--- src/rtl/phy_link_supervision_pkg.sv ---
// Constants and types shared by the link-supervision block
package phy_link_supervision_pkg;
  // Management register addresses
  localparam logic [4:0] ADDR_TEST_MODE_CONFIG    = 5'h09;
  localparam logic [4:0] ADDR_INTERRUPT_MASK      = 5'h12;
  localparam logic [4:0] ADDR_INTERRUPT_STATUS    = 5'h13;
  localparam logic [4:0] ADDR_FAST_LINK_CONFIG    = 5'h1E;
  localparam logic [5:0] ADDR_PORT_FEATURE_CONFIG = 6'h31;
  localparam logic [5:0] ADDR_CABLE_LENGTH        = 6'h3A;
  // Reset values
  localparam logic [15:0] RST_TEST_MODE_CONFIG    = 16'h0000;
  localparam logic [15:0] RST_INTERRUPT_MASK      = 16'h0000;
  localparam logic [15:0] RST_FAST_LINK_CONFIG    = 16'h0000;
  localparam logic [15:0] RST_PORT_FEATURE_CONFIG = 16'h0000;
  // Field positions
  localparam int TM_LSB        = 13;  // test_mode_config[15:13]
  localparam int FL_FLD_LSB    = 0;   // fast_link_config[4:0] criterion enables
  localparam int FL_FAST_DOWN  = 10;  // fast link-down enable
  localparam int FL_FAST_1000  = 11;  // fast establishment, gigabit
  localparam int FL_FAST_100   = 12;  // fast establishment, 100
  localparam int PF_MIRROR     = 0;   // port mirror enable
  localparam int PF_SPD_EN     = 1;   // speed optimization enable
  localparam int PF_SPD_ENH    = 2;   // enhanced speed optimization
  localparam int PF_ATT_LSB    = 3;   // port_feature_config[5:3] attempts-1
  localparam int PF_ED_LSB     = 8;   // energy threshold [11:8]
  localparam int PF_EL_LSB     = 12;  // listening time [15:12]
  localparam logic [2:0] RST_ATTEMPTS_M1 = 3'h3; // four attempts
  // Interrupt status bits
  localparam int IS_LINK_LOSS = 0;
  localparam int IS_DOWNSHIFT = 1;
  localparam int IS_ENERGY    = 2;
  // Timing
  localparam int  CLK_MHZ      = 40;
  localparam real WIN_100_MS   = 1.0;
  localparam real WIN_1000_MS  = 0.5;
  localparam real WIN_FAST_US  = 10.0;
  localparam int  WIN_100_CYC  = int'(WIN_100_MS * 1000.0 * CLK_MHZ) - 1;
  localparam int  WIN_1000_CYC = int'(WIN_1000_MS * 1000.0 * CLK_MHZ) - 1;
  localparam int  WIN_FAST_CYC = int'(WIN_FAST_US * CLK_MHZ) - 1;
  localparam int  ED_HYST      = 2;
  typedef enum logic [1:0] {SPD_10, SPD_100, SPD_1000} speed_t;
  typedef enum logic [2:0] {TM_NORMAL, TM_1, TM_2, TM_3, TM_4} test_mode_t;
endpackage

--- src/rtl/energy_detector.sv ---
// IIR energy detector with hysteresis and programmable listening time
module energy_detector
  import phy_link_supervision_pkg::*;
(
  input  wire logic       clock_in,
  input  wire logic       sys_rst_in,
  input  wire logic [7:0] strength_in,
  input  wire logic [3:0] threshold_in,
  input  wire logic [3:0] listen_in,
  output logic            energy_out
);
  logic [11:0] iir_q;
  logic [7:0]  lvl;
  logic [4:0]  listen_cnt_q;
  logic [7:0]  on_thr;
  logic [7:0]  off_thr;

  assign lvl     = iir_q[11:4];
  assign on_thr  = {threshold_in, 4'h0} + 8'(ED_HYST * 8);
  assign off_thr = {threshold_in, 4'h0};

  // First-order IIR: y += (x - y)/16
  always_ff @(posedge clock_in or posedge sys_rst_in) begin
    if (sys_rst_in) begin
      iir_q <= 12'h000;
    end else begin
      iir_q <= iir_q - 12'(iir_q >> 4) + 12'(strength_in);
    end
  end

  // Hysteresis plus listening time keeps the indication from chattering
  always_ff @(posedge clock_in or posedge sys_rst_in) begin
    if (sys_rst_in) begin
      energy_out   <= 1'b0;
      listen_cnt_q <= 5'h00;
    end else if ((!energy_out && lvl >= on_thr) || (energy_out && lvl < off_thr)) begin
      if (listen_cnt_q >= {1'b0, listen_in}) begin
        energy_out   <= !energy_out;
        listen_cnt_q <= 5'h00;
      end else begin
        listen_cnt_q <= listen_cnt_q + 5'h01;
      end
    end else begin
      listen_cnt_q <= 5'h00;
    end
  end

  a_ed_stable: assert property (@(posedge clock_in) disable iff (sys_rst_in)
    $changed(energy_out) |=> $stable(energy_out)) else $error("energy flag chattered");
endmodule // energy_detector

--- src/rtl/phy_link_supervision.sv ---
// Link supervision: link drop, downshift, mirroring, test modes, straps, registers
//
// Function
// - Default link-loss window: 1 ms at 100, 0.5 ms at gigabit.
// - Fast link-down shrinks the window to 10 us.
// - Fast mode drops link on any enabled criterion, freely combined.
// - Energy detect compares IIR filtered strength with hysteresis.
// - Energy thresholds and listening times are programmable.
// - Downshift to 100 after configurable failed gigabit attempts, default four.
// - Enhanced downshift after one failure when C and D lack energy.
// - Fall back to 10 after failures at gigabit and 100.
// - Mirror at 10/100 maps A to D, B to C either pinout.
// - Mirror at gigabit maps A-D, B-C, C-B, D-A.
// - Mirror enabled by strap or port_feature_config bit.
// - Interrupt on status change, sources selected by mask and status.
// - Four gigabit test modes plus normal via test_mode_config.
// - Test mode drives patterns and a synchronous clock out.
// - Straps sampled at power-up and hard reset.
// - Software reset reloads latched straps without resampling.
// - Fast link establishment modes configured in fast_link_config.
// - Passive cable-length estimate from receive-pair adaptation data.
module phy_link_supervision
  import phy_link_supervision_pkg::*;
#(
  parameter int WIN_100_CYCLES  = WIN_100_CYC,
  parameter int WIN_1000_CYCLES = WIN_1000_CYC
) (
  input  wire logic        clock_in,
  input  wire logic        sys_rst_in,
  input  wire logic        soft_rst_in,
  input  wire logic        strap_mirror_in,
  input  wire logic        reg_wr_in,
  input  wire logic        reg_rd_in,
  input  wire logic [5:0]  reg_addr_in,
  input  wire logic [15:0] reg_wdata_in,
  input  wire logic [4:0]  loss_crit_in,
  input  wire logic        rx_activity_in,
  input  wire logic        link_ok_in,
  input  wire logic        attempt_fail_in,
  input  wire logic [7:0]  strength_in,
  input  wire logic        energy_cd_in,
  input  wire logic [7:0]  adapt_len_in,
  input  wire logic        straight_pinout_in,
  input  wire logic [3:0]  port_tx_in,
  input  wire logic [3:0]  pattern_in,
  input  wire logic        tx_clk_in,
  output logic [15:0]      reg_rdata_out,
  output logic             link_down_out,
  output logic [1:0]       speed_out,
  output logic [3:0]       port_out,
  output logic             clk_out,
  output logic             fast_1000_out,
  output logic             fast_100_out,
  output logic             irq_out
);
  logic [15:0] test_mode_config_q;
  logic [15:0] interrupt_mask_q;
  logic [15:0] interrupt_status_q;
  logic [15:0] fast_link_config_q;
  logic [15:0] port_feature_config_q;
  logic        strap_mirror_q;
  logic        strap_taken_q;
  logic [31:0] win_cnt_q;
  logic        seen_q;
  logic        drop_q;
  logic [2:0]  fail_cnt_q;
  speed_t      speed_q;
  logic [7:0]  cable_len_q;
  logic        energy;
  logic        energy_q;
  logic        fast_mode;
  logic        crit_hit;
  logic        win_end;
  logic        loss_ev;
  logic        down_ev;
  logic        mirror_en;
  logic [2:0]  test_mode;
  logic [31:0] win_len;
  logic        wr_sts;

  function automatic logic [3:0] mirror_map(input logic [3:0] p, input speed_t s);
    // Index 0..3 stands for ports A..D
    if (s == SPD_1000) begin
      mirror_map = {p[0], p[1], p[2], p[3]};
    end else begin
      mirror_map = {p[0], p[1], 2'b00};
    end
  endfunction

  // Straps are caught after hard reset release; soft reset reuses them
  always_ff @(posedge clock_in or posedge sys_rst_in) begin
    if (sys_rst_in) begin
      strap_taken_q  <= 1'b0;
      strap_mirror_q <= 1'b0;
    end else if (!strap_taken_q) begin
      strap_taken_q  <= 1'b1;
      strap_mirror_q <= strap_mirror_in;
    end
  end

  // Configuration registers
  always_ff @(posedge clock_in or posedge sys_rst_in) begin
    if (sys_rst_in) begin
      test_mode_config_q    <= RST_TEST_MODE_CONFIG;
      interrupt_mask_q      <= RST_INTERRUPT_MASK;
      fast_link_config_q    <= RST_FAST_LINK_CONFIG;
      port_feature_config_q <= RST_PORT_FEATURE_CONFIG | 16'(RST_ATTEMPTS_M1 << PF_ATT_LSB);
    end else if (soft_rst_in || !strap_taken_q) begin
      test_mode_config_q    <= RST_TEST_MODE_CONFIG;
      interrupt_mask_q      <= RST_INTERRUPT_MASK;
      fast_link_config_q    <= RST_FAST_LINK_CONFIG;
      port_feature_config_q <= (RST_PORT_FEATURE_CONFIG | 16'(RST_ATTEMPTS_M1 << PF_ATT_LSB))
                               | 16'(strap_taken_q ? strap_mirror_q : strap_mirror_in);
    end else if (reg_wr_in) begin
      if (reg_addr_in == {1'b0, ADDR_TEST_MODE_CONFIG}) test_mode_config_q <= reg_wdata_in;
      if (reg_addr_in == {1'b0, ADDR_INTERRUPT_MASK}) interrupt_mask_q <= reg_wdata_in;
      if (reg_addr_in == {1'b0, ADDR_FAST_LINK_CONFIG}) fast_link_config_q <= reg_wdata_in;
      if (reg_addr_in == ADDR_PORT_FEATURE_CONFIG) port_feature_config_q <= reg_wdata_in;
    end
  end

  energy_detector u_ed (
    .clock_in     (clock_in),
    .sys_rst_in   (sys_rst_in),
    .strength_in  (strength_in),
    .threshold_in (port_feature_config_q[PF_ED_LSB +: 4]),
    .listen_in    (port_feature_config_q[PF_EL_LSB +: 4]),
    .energy_out   (energy)
  );

  assign fast_mode = fast_link_config_q[FL_FAST_DOWN];
  assign crit_hit  = fast_mode &&
                     |(loss_crit_in[3:0] & fast_link_config_q[FL_FLD_LSB +: 4]) ||
                     fast_mode && fast_link_config_q[FL_FLD_LSB + 4] && !energy;
  assign win_len   = fast_mode ? 32'(WIN_FAST_CYC) :
                     (speed_q == SPD_1000 ? 32'(WIN_1000_CYCLES) : 32'(WIN_100_CYCLES));
  assign win_end   = win_cnt_q >= win_len;
  assign loss_ev   = !link_down_out && (crit_hit || (win_end && !seen_q && !rx_activity_in));
  assign mirror_en = port_feature_config_q[PF_MIRROR];
  assign test_mode = test_mode_config_q[TM_LSB +: 3];
  assign wr_sts    = reg_rd_in && reg_addr_in == {1'b0, ADDR_INTERRUPT_STATUS};

  // Search window: a window with no receive activity declares loss
  // A declared drop holds until the link itself goes away, so it cannot flicker
  always_ff @(posedge clock_in or posedge sys_rst_in) begin
    if (sys_rst_in) begin
      win_cnt_q     <= 32'h0000_0000;
      seen_q        <= 1'b0;
      drop_q        <= 1'b0;
      link_down_out <= 1'b1;
    end else if (!link_ok_in || loss_ev) begin
      win_cnt_q     <= 32'h0000_0000;
      seen_q        <= 1'b0;
      drop_q        <= loss_ev && link_ok_in;
      link_down_out <= 1'b1;
    end else begin
      link_down_out <= drop_q;
      win_cnt_q     <= win_end ? 32'h0000_0000 : win_cnt_q + 32'h0000_0001;
      seen_q        <= win_end ? 1'b0 : (seen_q || rx_activity_in);
    end
  end

  // Downshift: count failed attempts at the current speed
  always_ff @(posedge clock_in or posedge sys_rst_in) begin
    if (sys_rst_in) begin
      speed_q    <= SPD_1000;
      fail_cnt_q <= 3'h0;
    end else if (soft_rst_in || !port_feature_config_q[PF_SPD_EN]) begin
      speed_q    <= SPD_1000;
      fail_cnt_q <= 3'h0;
    end else if (link_ok_in) begin
      fail_cnt_q <= 3'h0;
    end else if (attempt_fail_in && speed_q != SPD_10) begin
      if (down_ev) begin
        speed_q    <= (speed_q == SPD_1000) ? SPD_100 : SPD_10;
        fail_cnt_q <= 3'h0;
      end else begin
        fail_cnt_q <= fail_cnt_q + 3'h1;
      end
    end
  end
  assign down_ev = attempt_fail_in && !link_ok_in && port_feature_config_q[PF_SPD_EN] &&
                   !soft_rst_in && speed_q != SPD_10 &&
                   (fail_cnt_q >= port_feature_config_q[PF_ATT_LSB +: 3] ||
                    (speed_q == SPD_1000 && port_feature_config_q[PF_SPD_ENH] && !energy_cd_in));

  // Sticky status: a new event wins over the clear-on-read
  always_ff @(posedge clock_in or posedge sys_rst_in) begin
    if (sys_rst_in) begin
      interrupt_status_q <= 16'h0000;
      energy_q           <= 1'b0;
      irq_out            <= 1'b0;
    end else begin
      energy_q <= energy;
      interrupt_status_q <= (wr_sts ? 16'h0000 : interrupt_status_q)
                          | 16'({energy != energy_q, down_ev, loss_ev});
      irq_out <= |(interrupt_status_q & interrupt_mask_q);
    end
  end

  // Port mapping and test patterns; the clock follows the pattern source
  always_ff @(posedge clock_in or posedge sys_rst_in) begin
    if (sys_rst_in) begin
      port_out <= 4'h0;
      clk_out  <= 1'b0;
    end else begin
      if (test_mode != 3'(TM_NORMAL) && test_mode <= 3'(TM_4)) begin
        port_out <= mirror_en ? mirror_map(pattern_in, SPD_1000) : pattern_in;
        clk_out  <= tx_clk_in;
      end else begin
        port_out <= mirror_en ? mirror_map(port_tx_in, speed_q) : port_tx_in;
        clk_out  <= 1'b0;
      end
    end
  end

  // Cable length only tracks while the link is up; pinout does not matter here
  always_ff @(posedge clock_in or posedge sys_rst_in) begin
    if (sys_rst_in) begin
      cable_len_q <= 8'h00;
    end else if (link_ok_in && !link_down_out) begin
      cable_len_q <= adapt_len_in;
    end
  end

  // Register read port and straight outputs
  always_ff @(posedge clock_in or posedge sys_rst_in) begin
    if (sys_rst_in) begin
      reg_rdata_out <= 16'h0000;
      speed_out     <= 2'(SPD_1000);
      fast_1000_out <= 1'b0;
      fast_100_out  <= 1'b0;
    end else begin
      speed_out     <= 2'(speed_q);
      fast_1000_out <= fast_link_config_q[FL_FAST_1000];
      fast_100_out  <= fast_link_config_q[FL_FAST_100];
      unique case (reg_addr_in)
        {1'b0, ADDR_TEST_MODE_CONFIG}: reg_rdata_out <= test_mode_config_q;
        {1'b0, ADDR_INTERRUPT_MASK}:   reg_rdata_out <= interrupt_mask_q;
        {1'b0, ADDR_INTERRUPT_STATUS}: reg_rdata_out <= interrupt_status_q;
        {1'b0, ADDR_FAST_LINK_CONFIG}: reg_rdata_out <= fast_link_config_q;
        ADDR_PORT_FEATURE_CONFIG:      reg_rdata_out <= port_feature_config_q;
        ADDR_CABLE_LENGTH:             reg_rdata_out <= {8'h00, cable_len_q};
        default:                       reg_rdata_out <= 16'h0000;
      endcase
    end
  end

  a_loss_sets_down: assert property (@(posedge clock_in) disable iff (sys_rst_in)
    loss_ev |=> link_down_out) else $error("loss did not drop link");
  a_loss_latched: assert property (@(posedge clock_in) disable iff (sys_rst_in)
    loss_ev |=> interrupt_status_q[IS_LINK_LOSS]) else $error("loss not latched");
  a_down_latched: assert property (@(posedge clock_in) disable iff (sys_rst_in)
    down_ev |=> interrupt_status_q[IS_DOWNSHIFT]) else $error("downshift not latched");
  a_gig_to_100: assert property (@(posedge clock_in) disable iff (sys_rst_in)
    down_ev && speed_q == SPD_1000 |=> speed_q == SPD_100) else $error("no 100 fallback");
  a_100_to_10: assert property (@(posedge clock_in) disable iff (sys_rst_in)
    down_ev && speed_q == SPD_100 |=> speed_q == SPD_10) else $error("no 10 fallback");
  a_enh_one_fail: assert property (@(posedge clock_in) disable iff (sys_rst_in)
    attempt_fail_in && !link_ok_in && !soft_rst_in && speed_q == SPD_1000 &&
    port_feature_config_q[PF_SPD_EN] && port_feature_config_q[PF_SPD_ENH] && !energy_cd_in
    |=> speed_q == SPD_100) else $error("enhanced downshift missed");
  a_irq_follows: assert property (@(posedge clock_in) disable iff (sys_rst_in)
    |(interrupt_status_q & interrupt_mask_q) |=> irq_out) else $error("irq missing");
  a_fast_window: assert property (@(posedge clock_in) disable iff (sys_rst_in)
    fast_mode |-> win_len == 32'(WIN_FAST_CYC)) else $error("fast window wrong");
  a_mirror_gig: assert property (@(posedge clock_in) disable iff (sys_rst_in)
    mirror_en && speed_q == SPD_1000 && test_mode == 3'(TM_NORMAL)
    |=> port_out == {$past(port_tx_in[0]), $past(port_tx_in[1]),
                     $past(port_tx_in[2]), $past(port_tx_in[3])})
    else $error("gigabit mirror wrong");
  a_test_clock: assert property (@(posedge clock_in) disable iff (sys_rst_in)
    test_mode == 3'(TM_1) && $stable(test_mode) |=> clk_out == $past(tx_clk_in))
    else $error("test clock wrong");

  c_loss: cover property (@(posedge clock_in) disable iff (sys_rst_in) loss_ev);
  c_to_10: cover property (@(posedge clock_in) disable iff (sys_rst_in) speed_q == SPD_10);
  c_irq: cover property (@(posedge clock_in) disable iff (sys_rst_in) $rose(irq_out));
endmodule // phy_link_supervision

--- config.mk ---
export PLATFORM = sky130hd
export DESIGN_NAME = phy_link_supervision
export DESIGN_NICKNAME = d
export VERILOG_FILES = /design/src/rtl/phy_link_supervision_pkg.sv /design/src/rtl/energy_detector.sv /design/src/rtl/phy_link_supervision.sv
export SDC_FILE = /design/constraint.sdc
export NUM_CORES = 1
export LEC_CHECK = 0
export BUFFER_PORTS_ARGS = -buffer_cell sky130_fd_sc_hd__buf_2
export CORE_ASPECT_RATIO = 1.2
export CORE_UTILIZATION = 55
export CTS_CLUSTER_SIZE = 10
export DETAILED_ROUTE_END_ITERATION = 6
export HOLD_SLACK_MARGIN = 0.1
export PLACE_DENSITY = 0.76
export SLEW_MARGIN = 40
export SYNTH_ARGS = -nofsm -noshare
export SYNTH_HDL_FRONTEND = slang
export SYNTH_SLANG_ARGS = --single-unit
--- constraint.sdc ---
create_clock -name clock_in -period 11.4 [get_ports clock_in]
set_input_delay 1.14 -clock clock_in [delete_from_list [all_inputs] [get_ports clock_in]]
set_output_delay 1.14 -clock clock_in [all_outputs]
set_load 0.02 [all_outputs]
==> impl_metrics.csv, run 1 <==
group,metric,value,unit
routing,vias,6059,
synthesis,synth_top_area_share,49.3,%
clocking,cts_hold_buf,0,
power,power_per_cell_area,197,nW/um^2
setup_path,critical_path_class,"in -> reg",
setup_path,regToRegSetupSlack,8470,ps
finish,final_common_cell,"nand2_1",
clocking,post_cts_resized,0,
placement,portBuffers,87,
timing,setup_violations,0,
global_routing,grt_pass1_vias,5926,
finish,layout_common_cells,"nand2_1, dfrtp_1, buf_2",
routing,first_pass_iters,7,
setup_path,reg2reg_to,"win_cnt_q[13]",
clocking,cts_setup_buffers,0,
synthesis,synth_ff_type,"dfrtp_1",
clocking,cts_buffers,17,
global_routing,grtUsageMet2,42.0,%
timing,max_freq,325,MHz
outcome,status,"finished with violations",
clocking,cts_htree_levels,4,
die,die-area,15000,um^2
timing,tns,0,ps
synthesis,async_reset_ff_share,100,%
setup_path,crit_end,"u_ed.iir_q[9]",
synthesis,yosysWarnings,0,
timing,period_needed,3080,ps
global_routing,grt_busiest_layer,"met2",
synthesis,netlist_area,7960,um^2
clocking,cts.clk_slew.worst_paths,60,ps
setup_path,path_max_fanout,5,
power,p_leak,4.28,nW
routing,viasPerCell,5.63,
setup_path,r2r-start,"speed_q[1]",
routing,drc,27,
run,maxCapViolCount,0,
placement,dpl.hpwl,11600,um
timing,hold_violations,0,
setup_path,endpoint_kind,"flop",
die,die_w,112,um
die,design.core.area,13900,um^2
synthesis,synth_enable_flop_cells,0,
timing,whs,381,ps
synthesis,synthTopCellsByArea,"dfrtp_1, nand2_1, ha_1, a21oi_1, inv_1",
global_routing,use_met1,31.6,%
global_routing,grt_pass1_wl,29200,um
die,io_pins,90,
synthesis,synth_seq_cells,162,
finish,multi_input_area,3580,um^2
power,vdd_drop_max,0.223,mV
power,power,0.00181,W
global_routing,track_usage,25.0,%
synthesis,synth_seq_area_share,51.0,%
setup_path,reg2regPathDepth,8,
die,die_h,134,um
clocking,cts_tree,"yes",
clocking,clockBufferDepth,2,
clocking,root_buffer,"clkbuf_16",
setup_path,cp-startpoint,"strength_in[1]",
timing,slew_headroom,46.5,%
placement,gp_congestion,0.805,
die,row_count,47,
clocking,clkSinkCount,162,
synthesis,postSynthCellCount,796,
synthesis,ys_types,66,
min_path,hold_class,"reg -> reg",
finish,syn_to_final_growth,15.4,%
clocking,clk_latency,420,ps
global_routing,grt_max_degree,90,
timing,skew,7.30,ps
finish,seqCellArea,4060,um^2
setup_path,startpoint_type,"input pin",
routing,drt-wirelength-per-cell,16.1,um
outcome,violations,"DRC",
routing,drt-total-wl,17300,um
synthesis,avgSynthCellArea,10.0,um^2
global_routing,grt.met3_usage,4.93,%
routing,antenna_left,0,
setup_path,required,11700,ps
timing,rsz0062_at_grt,"false",
setup_path,arrival,3380,ps
routing,drt_iter0_markers,526,
finish,nets,1004,
global_routing,grt-ovfl-total,0,
timing,fin_crit_sh,27.0,%
finish,drive_above_1_share,16.9,%
finish,nFillCells,1136,
global_routing,antenna_found_initial,1,
timing,slew_violations,0,
timing,worst_pin_slew,797,ps
synthesis,synth_area_leader_cell,"dfrtp_1",
die,start_util,57.1,%
## where the power goes
group | leakage (nW) | internal [W] | switching [W]
clock network | 0.298 | 0.000364 | 0.000227
logic | 1.85 | 0.000250 | 0.000307
registers | 2.13 | 0.000625 | 0.0000343
## registers in the layout, summed over array words and instances, names as in the netlist, 2 cells and up
name and flops:
interrupt_status_q 3, test_mode_config_q 16, interrupt_mask_q 16, win_cnt_q 32
port_out 4, reg_rdata_out 16, port_feature_config_q 16, fast_link_config_q 16
cable_len_q 8, speed_out 2, speed_q 2, u_ed.iir_q 12
fail_cnt_q 3, u_ed.listen_cnt_q 5
## worst min-delay path by stage
stage | start | endpoint | slack (ps) | depth (start not counted)
after global routing | speed_q[1] | speed_out[1] | 390 | 0
final | speed_q[1] | speed_out[1] | 380 | 0
after floorplan | speed_q[1] | speed_out[1] | 360 | 0
after CTS | speed_q[1] | speed_out[1] | 380 | 0
after global placement | speed_q[1] | speed_out[1] | 370 | 0
after detailed placement | speed_q[1] | speed_out[1] | 370 | 0
## kinds of logic after synthesis
kind of cell               Yosys count  synth area share [%]
and+or+nand+nor                    292                  16.8
DFF                                162                  51.0
AOI/OAI and AO/OA                  157                  13.2
buffers and inverters               92                  4.93
adders and majority gates           49                  8.45
xor gates and xnor gates            29                  3.19
muxes                               13                  2.40
other                                2                0.0943
## metrics by stage
step	setup WS [ps]	std cells	util, %	instance area [um^2]
6_report	8320	1076	65.9	9190
5_1_grt	8240	1075	65.9	9180
4_1_cts	8310	1075	65.9	9180
3_5_place_dp	7860	1044	61.5	8560
3_3_place_gp	7870	1044	61.4	8550
2_1_floorplan	5890	810	-	8020
## layer usage
layer,vias up,share of wire (%)
met5,-,0
met4,0,2.3
met3,28,6.0
met2,205,50
met1,2919,42
li1,2907,-
## worst max-delay path, cell delays in order
cell,delay [ps]
buf_2,70
inv_1,50
fa_1,580
inv_1,60
ha_1,290
a21oi_1,190
o22ai_1,140
o22a_1,280
and4_1,220
or3_1,350
## cell usage after synthesis, types with 2 or more instances
cell	n
buf_4	3
nand3_1	17
xnor2_1	16
nor3_1	9
ha_1	41
o21a_1	5
a21oi_1	75
and2_1	7
buf_6	2
buf_1	2
xor2_1	13
fa_1	8
a22oi_1	15
nor2b_1	8
clkbuf_1	16
nor3_2	2
nand2b_1	8
mux4_2	4
nand4_1	5
and4_1	2
nand2_1	173
inv_1	64
a31oi_1	4
dfrtp_1	157
buf_2	3
and3_1	3
nor2_1	34
nor4_1	5
mux2_2	9
o21ai_0	10
nand4b_1	2
dfstp_2	5
a211oi_1	9
o211ai_1	3
or3_1	5
o31a_1	2
a222oi_1	15
conb_1	2
a21o_1	6
## cell type report
| cell class | count | area share (%) |
|---|---|---|
| Sequential cell | 162 | 44.2 |
| Clock buffer | 17 | 4.63 |
| Timing Repair Buffer | 91 | 5.11 |
| Multi-Input combinational cell | 556 | 38.9 |
| Inverter | 64 | 2.70 |
| Clock inverter | 14 | 2.07 |
| Tap cell | 171 | 2.33 |
| Antenna cell | 1 | 0.0272 |
No activity file was read; power rests on OpenSTA's default activity.
==> run 2: changes to the inputs <==
clock period = 2.93 ns   (was 11.4 ns; I/O delays follow)
==> run 2 against run 1 <==
  * The flow still finishes with violations (DRC)
  * Count of clock-buffer cells in the layout rose by 11
  * Non-clock buffer count rose by 23
  * Clock skew barely moved
  * Combinational power rose to 4.0 times the previous value
  * Register-to-register slack got worse by 8200 ps
  * Sequential cell count did not move
  * Clock power rose to 3.8 times the previous value
  * Sequential share of layout area fell by 1.0 points
  * Sequential power rose to 3.9 times the previous value
  * Critical path depth fell by 1
  * Power rose to 3.9 times the previous value
==> impl_metrics.csv, run 2 (same netlist as run 1, synthesis figures left out) <==
group,metric,value,unit
setup_path,crit_chain,"nor2b_1, nand2_1, ha_1, a211oi_1, o221ai_1, a2111oi_4, o211ai_4, buf_12, nor2_1",
timing,max_freq,376,MHz
placement,dp_slack,242,ps
clocking,clk_latency,430,ps
clocking,cts_tree,"yes",
clocking,clkSinkCount,162,
min_path,whs_path_depth,2,
timing,period_needed,2660,ps
routing,drt_iter0_markers,618,
routing,met1_length,7460,um
finish,final_common_cell,"nand2_1",
finish,largest_reg_flops,32,
setup_path,crit_path_max_incr_delay,560,ps
timing,setup_violations,0,
setup_path,cpMaxStageDelayCell,"dfstp_2",
clocking,post_cts_resized,0,
outcome,status,"finished with violations",
routing,drt-total-wl,18100,um
finish,nets,1027,
die,start_util,57.1,%
timing,fin_ws,270,ps
timing,slew_violations,0,
finish,layout_common_cells,"nand2_1, dfrtp_1, buf_2",
outcome,violations,"DRC",
timing,fin_crit_sh,90.8,%
timing,skew,7.17,ps
setup_path,arrival,3010,ps
clocking,cts_buffers,17,
die,design.core.area,13900,um^2
global_routing,grt_max_degree,62,
routing,drt-wirelength-per-cell,16.5,um
clocking,cts.clk_slew.worst_paths,60,ps
die,die_h,134,um
timing,rsz0062_at_grt,"false",
setup_path,cp.depth,9,
power,p_leak,4.37,nW
setup_path,required,3280,ps
finish,stdcell_area,9410,um^2
min_path,hold_class,"in -> reg",
timing,slew_headroom,48.7,%
routing,wl_met3,1110,um
finish,regMostFlops,"win_cnt_q",
finish,drive_above_1_share,17.3,%
timing,hold_violations,0,
clocking,root_buffer,"clkbuf_16",
routing,dr_wl_met2,9260,um
setup_path,endpoint_kind,"flop",
setup_path,crit_family,"compound AO/OA/AOI/OAI gates",
routing,maxUsedRoutingLayer,"met4",
clocking,cts_htree_levels,4,
die,row_count,47,
routing,vias,6179,
global_routing,antenna_found_initial,1,
global_routing,grt-ovfl-total,0,
setup_path,worst-path-buf-inv,1,
finish,syn_to_final_growth,18.1,%
routing,viasPerCell,5.62,
global_routing,track_usage,25.7,%
timing,tns,0,ps
routing,antenna_left,0,
setup_path,critical_path_class,"reg -> reg",
timing,worst_pin_slew,764,ps
run,maxCapViolCount,0,
die,io_pins,90,
routing,drc,26,
placement,placed_area,8660,um^2
setup_path,reg2regPathDepth,9,
placement,portBuffers,87,
placement,gp_congestion,0.790,
routing,first_pass_iters,7,
power,power_per_cell_area,750,nW/um^2
setup_path,startpoint_type,"flop",
clocking,clockBufferDepth,2,
finish,nFillCells,1084,
die,die_w,112,um
setup_path,path_max_fanout,18,
placement,dpl.hpwl,12100,um
global_routing,grt_pass1_vias,6175,
die,die-area,15000,um^2
global_routing,grt_pass1_wl,29800,um
power,vdd_drop_max,0.854,mV
-- run 2: cell types whose count changed in the layout (fill, tap and decap cells not counted), sizes merged --
cell	delta
inv	-1
buf	+13
clkinv	-7
clkbuf	+11
bufinv	-2
dlygate4sd3	+10
-- run 2: worst register-to-register path, stage by stage (launching register included) --
cell and delay, ps:
dfstp_2 560, nor2b_1 230, nand2_1 130, ha_1 310
a211oi_1 250, o221ai_1 210, a2111oi_4 470, o211ai_4 140
buf_12 180, nor2_1 110
-- run 2: metal layers --
metal / vias to the layer above / global-route usage [%]
li1: 2943 / -
met1: 2995 / 31.5
met2: 219 / 44.5
met3: 22 / 4.84
met4: 0 / 11.0
met5: - / 0
-- run 2: timing repair --
action | 4_1_cts | 5_1_grt
setup endpoints to repair | 0 | 2
setup buffers | 0 | 1
hold buffers | 10 | 0
endpoints found under the hold margin | 38 | 0
-- run 2: layout make-up --
cell class | count | area (um^2) | area share (%)
sequential | 162 | 4060 | 43.2
clock inverter | 4 | 72.6 | 0.772
timing repair buffer | 114 | 721 | 7.66
tap | 171 | 214 | 2.27
clock buffer | 28 | 527 | 5.60
multi-input combinational | 556 | 3560 | 37.9
antenna | 1 | 2.50 | 0.0266
inverter | 64 | 244 | 2.59
-- run 2: where the power goes --
group,switching [W],internal [W],leakage [nW]
Sequential,0.000126,0.00243,2.13
Combinational,0.00125,0.00100,1.95
Clock,0.000849,0.00139,0.291
Total,0.00223,0.00482,4.37
-- run 2: metrics by stage --
| step | utilization [%] | power [W] | instances | hold WS, ps |
|---|---|---|---|---|
| global route | 67.5 | 0.00750 | 1099 | 121 |
| finish | 67.5 | 0.00705 | 1100 | 122 |
| global placement | 62.1 | 0.00474 | 1055 | 371 |
| CTS | 67.1 | 0.00707 | 1097 | 109 |
| detailed placement | 62.1 | 0.00482 | 1055 | 375 |
| floorplan | - | 0.00432 | 810 | 363 |
-- run 2: worst paths after layout --
| path | start | endpoint | slack, ps |
|---|---|---|---|
| max | speed_q[1] | win_cnt_q[9] | 270 |
| max in group asynchronous | sys_rst_in | u_ed.iir_q[8] | 1710 |
| min | adapt_len_in[2] | cable_len_q[2] | 120 |
| max reg2reg | speed_q[1] | win_cnt_q[9] | 270 |
| min in group asynchronous | sys_rst_in | win_cnt_q[10] | 430 |
| min reg2reg | speed_q[1] | speed_out[1] | 390 |
==> run 3: changes to the inputs <==
ABC_AREA = 1   (was default)
==> run 3 against run 2 <==
  * The run still ends with DRC left
  * Design area is 1.3% lower
  * Maximum frequency is 5.2% higher
  * Cell count is 6.8% higher
  * Critical endpoint is now win_cnt_q[15]
==> impl_metrics.csv, run 3 <==
group,metric,value,unit
routing,viasPerCell,5.24,
setup_path,path_max_fanout,17,
timing,rsz0062_at_grt,"false",
routing,vias,6157,
synthesis,async_reset_ff_share,100,%
power,power_per_cell_area,760,nW/um^2
global_routing,grt-ovfl-total,0,
setup_path,critical_path_class,"reg -> reg",
die,design.core.area,13900,um^2
clocking,clk_latency,430,ps
timing,setup_violations,0,
synthesis,yosysWarnings,0,
global_routing,grt_pass1_wl,29200,um
synthesis,postSynthCellCount,874,
power,vdd_drop_max,0.404,mV
clocking,clkSinkCount,162,
synthesis,synth_ff_type,"dfrtp_1",
global_routing,antenna_found_initial,0,
synthesis,yosysMostFrequentCell,"nand2_1",
synthesis,synth_area_leader_cell,"dfrtp_1",
die,die_h,133,um
placement,dpl.hpwl,12300,um
synthesis,avgSynthCellArea,9.06,um^2
synthesis,synthTopCellsByArea,"dfrtp_1, nand2_1, ha_1, inv_1, o21ai_0",
setup_path,arrival,2880,ps
synthesis,synth_seq_area_share,51.2,%
timing,worst_pin_slew,656,ps
routing,drt_iter0_markers,383,
placement,gp_congestion,0.845,
die,start_util,56.8,%
clocking,cts_tree,"yes",
synthesis,synth_top_area_share,49.6,%
min_path,hold_class,"in -> reg",
routing,drt-wirelength-per-cell,14.7,um
synthesis,netlist_area,7920,um^2
clocking,clockBufferDepth,2,
timing,fin_crit_sh,86.3,%
finish,final_common_cell,"nand2_1",
setup_path,required,3280,ps
outcome,status,"finished with violations",
synthesis,synth_enable_flop_cells,0,
clocking,cts_setup_buffers,0,
global_routing,grt_max_degree,163,
clocking,cts_htree_levels,4,
synthesis,synthTopCellsByCount,"nand2_1, dfrtp_1, inv_1, o21ai_0, nor2_1",
setup_path,endpoint_kind,"flop",
routing,first_pass_iters,7,
die,die_w,112,um
timing,slew_headroom,56.0,%
placement,dp_slack,387,ps
finish,seqCellArea,4060,um^2
finish,stdcell_area,9280,um^2
die,row_count,47,
routing,drc,6,
global_routing,track_usage,25.4,%
outcome,violations,"DRC",
finish,syn_to_final_growth,17.1,%
finish,nets,1103,
die,io_pins,90,
finish,drive_above_1_share,16.0,%
finish,layout_common_cells,"nand2_1, dfrtp_1, inv_1",
timing,tns,0,ps
clocking,root_buffer,"clkbuf_16",
synthesis,ys_types,41,
routing,antenna_left,0,
timing,period_needed,2530,ps
timing,fin_ws,400,ps
timing,hold_violations,0,
placement,placed_area,8610,um^2
synthesis,synth_seq_cells,162,
finish,regMostFlops,"win_cnt_q",
finish,nFillCells,1134,
die,die-area,14900,um^2
routing,drt-total-wl,17300,um
power,p_leak,4.68,nW
timing,max_freq,395,MHz
timing,skew,7.24,ps
finish,multi_input_area,3350,um^2
timing,slew_violations,0,
global_routing,grt_pass1_vias,6159,
clocking,cts_buffers,17,
run,maxCapViolCount,0,
setup_path,startpoint_type,"flop",
placement,portBuffers,87,
finish,diodes,0,
finish,largest_reg_flops,32,
clocking,cts.clk_slew.worst_paths,60,ps
==> run 3: power by group <==
group	total (W)	switching [W]	internal (W)
logic	0.00219	0.00131	0.000880
clock network	0.00219	0.000852	0.00134
registers	0.00266	0.000166	0.00250
total	0.00705	0.00233	0.00472
==> run 3: worst paths after layout <==
check	endpoint	slack [ps]	start	cells after the start
max in group asynchronous	speed_out[1]	1600	sys_rst_in	5
min in group asynchronous	clk_out	480	sys_rst_in	4
max reg2reg	win_cnt_q[15]	400	speed_q[1]	17
max	win_cnt_q[15]	400	speed_q[1]	17
min reg2reg	speed_out[1]	380	speed_q[1]	0
min	cable_len_q[1]	110	adapt_len_in[1]	3
==> run 3: final cells by class <==
type,count,share of cell area (%)
clock buffer,27,5.42
clock inverter,5,0.836
inverter,121,4.93
multi-input combinational,585,36.1
sequential,162,43.8
tap,171,2.31
timing repair buffer,104,6.69
==> run 3: layer usage <==
metal	global-route usage (%)	wire length [um]	vias up
li1	-	-	3039
met1	31.5	7420	2939
met2	43.5	8700	149
met3	4.69	689	30
met4	11.3	481	0
met5	0	0	-
==> run 3: critical path, cell delays in order (launching register included) <==
cell	delay, ps
dfstp_2	540
inv_1	40
nor2_1	70
buf_4	150
inv_1	70
nand2_1	150
ha_1	290
nand2_1	110
nor2_1	60
nor2_1	80
nand3_1	90
nor2_1	90
nand2_1	90
nand2_1	70
nand2_1	60
nand2_2	120
nand2_2	210
nor2_1	160
==> run 3: repair_timing <==
action | 4_1_cts | 5_1_grt
resized for setup | 0 | 0
endpoints found under the hold margin | 4 | 53
hold buffers | 4 | 1
==> run 3: cell families (layout without fill, tap and decap cells) <==
| family | after synthesis | after routing | synth area share [%] |
|---|---|---|---|
| AND/OR/NAND/NOR | 328 | 328 | 17.2 |
| flip-flops | 162 | 162 | 51.2 |
| AO/OA/AOI/OAI | 157 | 157 | 11.6 |
| buffers and inverters | 141 | 257 | 7.36 |
| adder cells (fa/ha/maj) | 49 | 49 | 8.50 |
| XOR/XNOR | 32 | 32 | 3.54 |
| multiplexers | 3 | 3 | 0.379 |
| other | 2 | 16 | 0.0948 |
==> run 3: through the flow <==
stage	utilization (%)	hold slack, ps	cells	total power (W)
global route	66.6	121	1175	0.00757
detailed placement	61.8	370	1137	0.00489
floorplan	-	362	888	0.00439
CTS	66.3	102	1173	0.00710
global placement	61.8	369	1137	0.00482
finish	66.6	110	1175	0.00705
